--- config.mk ---
export PLATFORM = sky130hd
export DESIGN_NAME = sacs_sequencer
export DESIGN_NICKNAME = d
export VERILOG_FILES = /design/src/core/sacs_sar.v /design/src/core/sacs_sequencer.v
export VERILOG_INCLUDE_DIRS = /design/src /design/src/core
export SDC_FILE = /design/constraint.sdc
export NUM_CORES = 1
export LEC_CHECK = 0
export ABC_AREA = 1
export BUFFER_PORTS_ARGS = -buffer_cell sky130_fd_sc_hd__buf_2
export CAP_MARGIN = 25
export CORE_MARGIN = 3
export CORE_UTILIZATION = 30
export CTS_BUF_LIST = sky130_fd_sc_hd__clkbuf_4 sky130_fd_sc_hd__clkbuf_8
export CTS_CLUSTER_DIAMETER = 50
export DETAILED_ROUTE_END_ITERATION = 12
export GPL_TIMING_DRIVEN = 0
export PLACE_DENSITY = 0.51
export REMOVE_ABC_BUFFERS = 1
export SETUP_SLACK_MARGIN = 0.05
export SLEW_MARGIN = 20
export SYNTH_ARGS = -nofsm -noshare
export SYNTH_HDL_FRONTEND = slang
export SYNTH_SLANG_ARGS = --single-unit
--- constraint.sdc ---
create_clock -name i_core_clk -period 1.6 [get_ports i_core_clk]
set_input_delay 0.32 -clock i_core_clk [delete_from_list [all_inputs] [get_ports i_core_clk]]
set_output_delay 0.32 -clock i_core_clk [all_outputs]
set_load 0.02 [all_outputs]
--- src/core/sacs_defs.vh ---
`ifndef SACS_DEFS_VH
`define SACS_DEFS_VH

// Control byte field positions
`define SACS_PD1_BIT 7
`define SACS_PD0_BIT 6
`define SACS_ACQ_BIT 5
`define SACS_SGL_BIT 4
`define SACS_RANGE_BIT 3
`define SACS_ADDR_MSB 2
`define SACS_ADDR_LSB 0

// Reset value: normal operation, external conversion clock
`define SACS_CTRL_RST 8'hC0

// Result and conversion figures
`define SACS_RES_W 12
`define SACS_CONV_CYCLES 13
`define SACS_ACQ_FALLS 4

// Internal oscillator: four falling edges span about 1000 ns
`define SACS_HOLD_DELAY_NS 1000
`define SACS_CORE_PERIOD_NS 8
`define SACS_INT_HALF_CYC (`SACS_HOLD_DELAY_NS / (2 * `SACS_ACQ_FALLS) / `SACS_CORE_PERIOD_NS)

`endif

--- src/core/sacs_sar.v ---
`timescale 1ns/10ps
`default_nettype none
// Successive-approximation register, one bit per step, MSB first
module sacs_sar #(
  parameter WIDTH = 12
) (
  input wire i_core_clk,
  input wire i_resetn,
  input wire i_start,
  input wire i_step,
  input wire i_keep,
  output reg [WIDTH-1:0] o_code,
  output reg [WIDTH-1:0] o_mask
);
  always @(posedge i_core_clk or negedge i_resetn) begin
    if (!i_resetn) begin
      o_code <= {WIDTH{1'b0}};
      o_mask <= {WIDTH{1'b0}};
    end else if (i_start) begin
      o_code <= {1'b1, {(WIDTH-1){1'b0}}};
      o_mask <= {1'b1, {(WIDTH-1){1'b0}}};
    end else if (i_step && (o_mask != {WIDTH{1'b0}})) begin
      // Trial bit stays when the comparator says the input is above it
      o_code <= ((i_keep ? o_code : (o_code & ~o_mask)) | (o_mask >> 1));
      o_mask <= o_mask >> 1;
    end
  end
endmodule
`default_nettype wire

--- src/core/sacs_sequencer.v ---
// Contract
// - Single-ended: positive input to addressed channel, negative to zero reference.
// - Pseudo-differential: both inputs from addressed pair; only positive side sampled.
// - Tracking starts on the write strobe rising edge carrying a control byte.
// - Host-timed acquisition: next write rising edge holds and starts conversion.
// - Internal acquisition: hold on fourth conversion clock falling edge after write.
// - Internal oscillator with internal acquisition: hold about 1 us after write.
// - After hold, switch hold capacitor from positive to negative input, then convert.
// - Every conversion takes exactly 13 conversion clock cycles.
// - A control byte written during conversion aborts it and restarts acquisition.
// - Write pulse opens acquisition only or acquisition plus conversion per mode bit.
// - The 12-bit result is read over the byte bus as 8 low plus 4 high bits.
// - High byte select high gives four MSBs, low gives eight LSBs.
// - Active-low completion flag asserts when the result is ready.
// - Data bus is high impedance while chip select is high.
// - Sampling mode bit clear is internal acquisition, set is host-timed.
`timescale 1ns/10ps
`default_nettype none
`include "sacs_defs.vh"
module sacs_sequencer #(
  parameter RES_W = `SACS_RES_W,
  parameter CONV_CYCLES = `SACS_CONV_CYCLES,
  parameter ACQ_FALLS = `SACS_ACQ_FALLS,
  parameter INT_HALF_CYC = `SACS_INT_HALF_CYC
) (
  input wire i_core_clk,
  input wire i_resetn,
  input wire i_cs_n,
  input wire i_wr_n,
  input wire i_rd_n,
  input wire i_high_byte_select,
  input wire [7:0] i_data,
  input wire i_ext_conv_clk,
  input wire i_comp_above,
  output reg [7:0] o_data,
  output reg o_data_oe,
  output reg o_done_n,
  output reg o_busy,
  output reg o_track,
  output reg o_hold_capacitor_to_neg,
  output reg [2:0] o_pos_sel,
  output reg [2:0] o_neg_sel,
  output reg o_neg_to_zero_reference_input,
  output reg o_input_range_select,
  output reg o_sar_active,
  output wire [RES_W-1:0] o_dac_code
);
  localparam [3:0] ST_IDLE = 4'h1;
  localparam [3:0] ST_ACQ_INT = 4'h2;
  localparam [3:0] ST_ACQ_EXT = 4'h4;
  localparam [3:0] ST_CONV = 4'h8;

  reg [3:0] state_q;
  reg [3:0] state_d;
  reg [7:0] ctrl_q;
  reg ext_clk_mode_q;
  reg wr_n_q;
  reg rd_n_q;
  reg ext_clk_q;
  reg [7:0] div_q;
  reg int_clk_q;
  reg int_fall_q;
  reg [3:0] acq_cnt_q;
  reg [3:0] acq_cnt_d;
  reg [3:0] conv_cnt_q;
  reg [3:0] conv_cnt_d;
  reg finish_q;
  reg [RES_W-1:0] result_q;
  reg sar_start;
  reg sar_step;
  wire [RES_W-1:0] sar_mask;
  wire wr_rise;
  wire rd_fall;
  wire ext_fall;
  wire conv_fall;
  wire sampling_mode_bit;
  wire [7:0] byte_now;

  // Strobes are taken as synchronous; edges are found against the previous sample
  assign wr_rise = ~wr_n_q & i_wr_n & ~i_cs_n;
  assign rd_fall = rd_n_q & ~i_rd_n & ~i_cs_n;
  assign ext_fall = ext_clk_q & ~i_ext_conv_clk;
  assign conv_fall = ext_clk_mode_q ? ext_fall : int_fall_q;
  assign sampling_mode_bit = i_data[`SACS_ACQ_BIT];
  assign byte_now = wr_rise ? i_data : ctrl_q;

  function [2:0] pair_partner;
    input [2:0] addr;
    begin
      pair_partner = {addr[2:1], ~addr[0]};
    end
  endfunction

  always @(posedge i_core_clk or negedge i_resetn) begin
    if (!i_resetn) begin
      wr_n_q <= 1'b1;
      rd_n_q <= 1'b1;
      ext_clk_q <= 1'b0;
    end else begin
      wr_n_q <= i_wr_n;
      rd_n_q <= i_rd_n;
      ext_clk_q <= i_ext_conv_clk;
    end
  end

  // Internal oscillator stand-in, free running so its phase needs no restart logic
  always @(posedge i_core_clk or negedge i_resetn) begin
    if (!i_resetn) begin
      div_q <= 8'h00;
      int_clk_q <= 1'b0;
      int_fall_q <= 1'b0;
    end else if (div_q == INT_HALF_CYC[7:0] - 8'h01) begin
      div_q <= 8'h00;
      int_clk_q <= ~int_clk_q;
      int_fall_q <= int_clk_q;
    end else begin
      div_q <= div_q + 8'h01;
      int_fall_q <= 1'b0;
    end
  end

  // Control byte and clock mode; power-down codes keep the previous clock mode
  always @(posedge i_core_clk or negedge i_resetn) begin
    if (!i_resetn) begin
      ctrl_q <= `SACS_CTRL_RST;
      ext_clk_mode_q <= 1'b1;
    end else if (wr_rise) begin
      ctrl_q <= i_data;
      if (i_data[`SACS_PD1_BIT])
        ext_clk_mode_q <= i_data[`SACS_PD0_BIT];
    end
  end

  always @* begin
    state_d = state_q;
    acq_cnt_d = acq_cnt_q;
    conv_cnt_d = conv_cnt_q;
    sar_start = 1'b0;
    sar_step = 1'b0;
    if (wr_rise) begin
      acq_cnt_d = 4'h0;
      conv_cnt_d = 4'h0;
      if (state_q == ST_ACQ_EXT)
        state_d = ST_CONV;
      else if (sampling_mode_bit)
        state_d = ST_ACQ_EXT;
      else
        state_d = ST_ACQ_INT;
    end else begin
      case (state_q)
        ST_IDLE: begin
          state_d = ST_IDLE;
        end
        ST_ACQ_INT: begin
          if (conv_fall) begin
            acq_cnt_d = acq_cnt_q + 4'h1;
            if (acq_cnt_q == ACQ_FALLS[3:0] - 4'h1)
              state_d = ST_CONV;
          end
        end
        ST_ACQ_EXT: begin
          state_d = ST_ACQ_EXT;
        end
        ST_CONV: begin
          if (conv_fall) begin
            conv_cnt_d = conv_cnt_q + 4'h1;
            // First cycle moves charge onto the DAC, the rest resolve a bit each
            if (conv_cnt_q == 4'h0)
              sar_start = 1'b1;
            else
              sar_step = 1'b1;
            if (conv_cnt_q == CONV_CYCLES[3:0] - 4'h1)
              state_d = ST_IDLE;
          end
        end
        default: begin
          state_d = ST_IDLE;
        end
      endcase
    end
  end

  always @(posedge i_core_clk or negedge i_resetn) begin
    if (!i_resetn) begin
      state_q <= ST_IDLE;
      acq_cnt_q <= 4'h0;
      conv_cnt_q <= 4'h0;
      finish_q <= 1'b0;
    end else begin
      state_q <= state_d;
      acq_cnt_q <= acq_cnt_d;
      conv_cnt_q <= conv_cnt_d;
      finish_q <= (state_q == ST_CONV) && (state_d == ST_IDLE) && !wr_rise;
    end
  end

  sacs_sar #(
    .WIDTH(RES_W)
  ) u_sar (
    .i_core_clk(i_core_clk),
    .i_resetn(i_resetn),
    .i_start(sar_start),
    .i_step(sar_step),
    .i_keep(i_comp_above),
    .o_code(o_dac_code),
    .o_mask(sar_mask)
  );

  // Result and completion flag; a new control byte always wins over completion
  always @(posedge i_core_clk or negedge i_resetn) begin
    if (!i_resetn) begin
      result_q <= {RES_W{1'b0}};
      o_done_n <= 1'b1;
    end else if (wr_rise) begin
      o_done_n <= 1'b1;
    end else if (finish_q) begin
      result_q <= o_dac_code;
      o_done_n <= 1'b0;
    end else if (rd_fall) begin
      o_done_n <= 1'b1;
    end
  end

  // Byte bus: driven only during a read with chip select low
  always @(posedge i_core_clk or negedge i_resetn) begin
    if (!i_resetn) begin
      o_data <= 8'h00;
      o_data_oe <= 1'b0;
    end else begin
      o_data_oe <= ~i_cs_n & ~i_rd_n;
      if (i_high_byte_select)
        o_data <= {4'h0, result_q[RES_W-1:8]};
      else
        o_data <= result_q[7:0];
    end
  end

  // Analog switch controls follow the next state so they change with it
  always @(posedge i_core_clk or negedge i_resetn) begin
    if (!i_resetn) begin
      o_track <= 1'b0;
      o_hold_capacitor_to_neg <= 1'b0;
      o_busy <= 1'b0;
      o_sar_active <= 1'b0;
      o_pos_sel <= 3'h0;
      o_neg_sel <= 3'h0;
      o_neg_to_zero_reference_input <= 1'b1;
      o_input_range_select <= 1'b0;
    end else begin
      o_track <= (state_d == ST_ACQ_INT) || (state_d == ST_ACQ_EXT);
      o_hold_capacitor_to_neg <= (state_d == ST_CONV);
      o_busy <= (state_d != ST_IDLE);
      o_sar_active <= (sar_mask != {RES_W{1'b0}});
      o_input_range_select <= byte_now[`SACS_RANGE_BIT];
      o_pos_sel <= byte_now[`SACS_ADDR_MSB:`SACS_ADDR_LSB];
      if (byte_now[`SACS_SGL_BIT]) begin
        o_neg_sel <= 3'h0;
        o_neg_to_zero_reference_input <= 1'b1;
      end else begin
        o_neg_sel <= pair_partner(byte_now[`SACS_ADDR_MSB:`SACS_ADDR_LSB]);
        o_neg_to_zero_reference_input <= 1'b0;
      end
    end
  end
endmodule
`default_nettype wire

Word level (Yosys, flattened, before mapping) --
Cells that the tools add are included.
Storage, ports and cells: register bits 90, latch bits 0, bits in writable memories 0, memory bits (read-only) 0, input port bits 16, output and inout port bits 34, word-level logic and storage cells 109, memories 0
Cells by class: add/subtract/negate cells 3, multiply operators 0, div/mod/pow operators 0, order comparisons 0, equal/unequal tests 11, shift-type cells 0, multiplexer cells 37, bitwise operators 16, reduce and logical (&&, ||, !) cells 16
Operators by type and width (count):
- 2-to-1 mux 12 bit | 5
- 2-to-1 mux 4 bit | 12
- 2-to-1 mux 8 bit | 2
- 2-to-1 mux 1 bit | 14
- AND 12 bit | 1
- == test 4 x 2 -> 1 bit (second input constant) | 3
- == test 4 bit (second input constant) | 3
- NOT 12 bit | 1
- bitwise OR 12 x 11 -> 12 bit | 1
- case mux 4 bit (3 select lines) | 1
- nonzero test 12 bit | 1
- adder 4 x 1 -> 4 bit (second input constant) | 2
- adder 8 x 1 -> 8 bit (second input constant) | 1
- == test 4 x 3 -> 1 bit (second input constant) | 2
- == test 8 x 4 -> 1 bit (second input constant) | 1
- AND reduction 2 bit | 4
- nonzero test 2 bit | 4
- NOT 1 bit | 7
- AND 1 bit | 6
- 2-to-1 mux 3 bit | 2
- 2-to-1 mux 5 bit | 1
- == test 4 x 1 -> 1 bit (second input constant) | 1
- logical NOT 4 bit | 1
- inequality test 4 x 1 -> 1 bit (second input constant) | 1
- other kinds (4) | 6

Depth between registers and ports, before layout --
word-level depth 9, gate-level depth with buffers 10

Modules after synthesis --
From an unflattened synthesis, not the netlist that was laid out.
Unflattened totals: cells, all modules 444, area, all modules 3880.0 µm²
By module, submodules not included:
- sacs_sequencer | instances 1, cells each 302, area an instance 2692.6 µm², sequential area each 1559.0 µm²
- sacs_sar | instances 1, cells each 142, area an instance 1187.4 µm², sequential area each 600.6 µm²

Worst setup path after synthesis --
Ideal clock, no wire load.
path type register to register, start point register conv_cnt_q[0], end point register u_sar.o_code[1], library setup time 0.123 ns, arrival time 1.311 ns, slack 0.167 ns, stages on the path, launching flop included 11, path buffers 1, period minus slack after synthesis 1.433 ns, cell sequence dfrtp_1 > inv_1 > ha_1 > inv_1 > nor3_2 > inv_2 > nand3_2 > nand2_4 > buf_6 > nand2_1 > o21ai_1
Between the ends: longest elaborated chain between the ends 7, elaborated cells on any way between the ends 12
Ends and longest elaborated chain:
- start, declared | RTL line sacs_sequencer.v:65 | reg [3:0] conv_cnt_q;
- start signal, assigned | RTL line sacs_sequencer.v:192 | conv_cnt_q <= conv_cnt_d;
- logical NOT 4 bit (*) | RTL line sacs_sequencer.v:168 | if (conv_cnt_q == 4'h0)
- 2-to-1 mux 1 bit | RTL line sacs_sequencer.v:168
- 2-to-1 mux 1 bit | RTL line sacs_sequencer.v:165 | if (conv_fall) begin
- 2-to-1 mux 1 bit | RTL line sacs_sequencer.v:150 | case (state_q)
- 2-to-1 mux 1 bit | RTL line sacs_sequencer.v:140 | if (wr_rise) begin
- logical AND 1 bit | RTL line sacs_sar.v:22 | end else if (i_step && (o_mask != {WIDTH{1'b0}})) begin
- nonzero test 2 bit (no source line)
- end signal, assigned | RTL line sacs_sar.v:17 | o_code <= {WIDTH{1'b0}};
- end signal, assigned | RTL line sacs_sar.v:20 | o_code <= {1'b1, {(WIDTH-1){1'b0}}};
- end signal, assigned | RTL line sacs_sar.v:24 | o_code <= ((i_keep ? o_code : (o_code & ~o_mask)) | (o_mask >> 1));
- end, declared | RTL line sacs_sar.v:12 | output reg [WIDTH-1:0] o_code,
Mark *: on every way between the ends. The rest lies on a longest branch, timed or not. A chain may end at the register's enable or synchronous reset.

Worst setup path after layout --
Same ends and word-level chain as after synthesis.

==> results.md <==
* Status: finished clean
* Crit path DAT at 1.79 ns
* Synth top area cells: dfrtp_1, nand2_1, inv_1
* Post-synth EDFFs at 0
* Initial antenna violation count at 0
* Maximum Capacitance Violations at 0
* Layout fillers at 1,236
* RSZ-0062 raised after global routing: yes
* Routing usage on met1 at 0.170
* Power Density at 883 mW/mm^2
* Share of layout cells above drive strength 1 at 0.304
* Vias in the first global route at 2,861
* Crit Path Max Fanout at 6
* Clock Path Buffers at 2
* Syn Inst Count at 420
* Cts bufs inserted at 9
* Worst slew margin at 0.616
* Most frequent cell after synthesis: nand2_1
* Worst EP required at 1.85 ns
* Core area at 0.0123 sq mm
* Die width at 119 um
* Buffers on Ports at 49
* WL final at 7940 um
* Dpl hpwl at 5090 um
* Worst VDD drop at 347 uV
* YS warnings at 0
* Top FF cell, synth: dfrtp_1
* Final Instance Count excl. Fillers at 664
* Largest net degree at the start of global routing at 45
* Aggregate global routing overflow at 0
* Synth cell count leaders: nand2_1, dfrtp_1, inv_1, nor2_1, o21ai_0
* Synth top area share at 0.523
* Slew Limit Fails at 0
* Most Crowded Layer GR: met2
* Critical Path Start: conv_cnt_q[0]
* CP Cell Sequence: inv_2 -> ha_4 -> inv_2 -> nor3_4 -> inv_2 -> nand3_4 -> buf_12 -> nand2_8 -> nand2_2 -> o21ai_1
* Worst setup EP type: register
* Cell mode on critical path: inv_2
* Synth Register Bits at 86
* Full die area at 0.0142 sq mm
* Worst Path Buf+Inv at 4
* Placement-stage cell area at 0.00421 sq mm
* DRT antenna net count at 0
* Area of the multi-input gates at 0.00156 sq mm
* FMAX at 650 MHz
* Die H at 119 um
* Overall Global Routing Usage at 0.120
* Inst Count DP at 624
* Worst setup path category: reg -> reg
* Placer congestion estimate at 0.793
* First-pass GRT wire length at 13,900 um
* Drt wl/cell at 12.0 um
* Final Hold Violating Endpoints at 0
* Sequential fraction of the synthesis area at 0.564
* CTS tree: done
* Routing usage on met3 at 0.0323
* Syn Std Cell Area at 0.00383 sq mm
* Period minus WS final at 1.54 ns
* Final period util at 0.962
* WHS at 0.0757 ns
* Drt via density at 4.31
* H-tree depth at 3
* # clock sinks at 86
* Worst slew pin tran at 0.576 ns
* Async set-reset flop share out of synthesis at 1.00
* DRT Pass-1 Iters at 4
* Leak at 2.43 nW
* Final Util at 0.390
* NumNets Final at 512
* Setup WS post-layout at 0.0607 ns
* Root buffer cell: clkbuf_8
* Residual DRC at 0
* CP max stage delay at 0.39 ns
* Cell variety after synth at 36
* Mean Syn Cell Area at 9.12 sq um
* Final Setup Violations at 0
* Vias at 2,864
* Power, Total at 4.22 mW
* Family with the most delay on the worst path: simple AND/OR/NAND/NOR gates
* CP max-delay cell: dfrtp_1
* Clock Latency Late Sink at 0.36 ns
* Worst hold start: i_rd_n
* Initial Util at 0.312
* Clock slew at reported path FFs at 0.08 ns
* Design area at 0.00478 sq mm
* IO Count at 50
* Initial DRC count at 123
* Worst min-delay path class: in -> reg
* Reg-to-reg startpoint: conv_cnt_q[0]
* Setup WS pre-CTS at -0.317 ns
* GR met2 Demand/Resource at 0.172
* Diode count at 0
* Worst Skew at 0.00832 ns
* Row Count at 40
* Setup TNS Final at 0 ns
* Area delta synth->final at 24.9%
* Worst Setup Start Kind: register
* Yosys top cell by area: dfrtp_1
* Reg area at 0.00216 sq mm
==> placed cells by master, fill, tap and decap left out, types with 2 or more instances in the layout <==
cell type    n
dfrtp_1     80
buf_2       48
a21oi_1     11
nand2_4      7
or2_2        3
o21ai_2     17
buf_4       13
nor2_1      39
mux2_2       3
nand3_1     13
buf_12       5
xor2_1       4
clkinv_2     3
ha_1         4
inv_1       48
nand2_8      6
o21ai_1      6
o21ai_0     26
nor3_1       3
nand4_1      3
dfstp_2      6
nand2_1    100
clkbuf_4     2
nor2_2       2
nand2_2     11
inv_2        7
clkbuf_8    10
==> report_power, final <==
| group | switching [mW] | total, mW | internal, mW | leakage (nW) |
|---|---|---|---|---|
| Combinational | 0.295 | 0.467 | 0.172 | 1.25 |
| Clock | 0.759 | 1.40 | 0.637 | 0.0969 |
| Sequential | 0.0635 | 2.36 | 2.30 | 1.08 |
==> state kept, by name, summed over array words and instances (netlist names), 2 cells and up <==
| name | cells |
|---|---|
| u_sar.o_code | 12 |
| ctrl_q | 3 |
| o_neg_sel | 3 |
| result_q | 12 |
| u_sar.o_mask | 12 |
| div_q | 8 |
| conv_cnt_q | 4 |
| acq_cnt_q | 4 |
| o_pos_sel | 2 |
| o_data | 8 |
| state_q | 4 |
==> cell families (layout without fill, tap and decap cells) <==
group / after synthesis / after routing / synth area share
and+or+nand+nor: 188 / 194 / 0.215
DFF: 86 / 86 / 0.564
buffers and inverters: 69 / 139 / 0.0813
AOI/OAI and AO/OA: 64 / 64 / 0.103
adders and majority gates: 5 / 5 / 0.0163
xor gates and xnor gates: 4 / 4 / 0.00914
muxes: 4 / 4 / 0.0118
==> cell type report <==
| class | count | share of cell area |
|---|---|---|
| Sequential cell | 86 | 0.451 |
| Inverter | 55 | 0.0431 |
| Timing Repair Buffer | 68 | 0.0994 |
| Multi-Input combinational cell | 271 | 0.325 |
| Tap cell | 168 | 0.0439 |
| Clock inverter | 4 | 0.00497 |
| Clock buffer | 12 | 0.0319 |
==> repair_timing <==
action	4_1_cts	5_1_grt
hold endpoints to repair	39	0
pin swaps	8	7
hold buffers	1	0
buffers inserted	14	3
gates resized for setup	15	14
setup endpoints to repair	27	24
cloned	6	0
==> metal layers <==
layer / part of all wire / routed length (um)
met1: 0.49 / 3920
met5: 0 / 0
met2: 0.46 / 3630
met3: 0.033 / 259
met4: 0.016 / 131
==> path summary, 6_finish.rpt <==
kind / to / slack (ns) / cells after the start
min in group asynchronous: u_sar.o_mask[7] / 0.49 / 2
hold / removal: rd_n_q / 0.08 / 1
setup reg to reg: u_sar.o_code[1] / 0.06 / 10
setup / recovery: u_sar.o_code[1] / 0.06 / 10
max in group asynchronous: state_q[0] / 0.43 / 3
hold reg to reg: o_data[4] / 0.48 / 2
No activity file was read; power rests on OpenSTA's default activity.
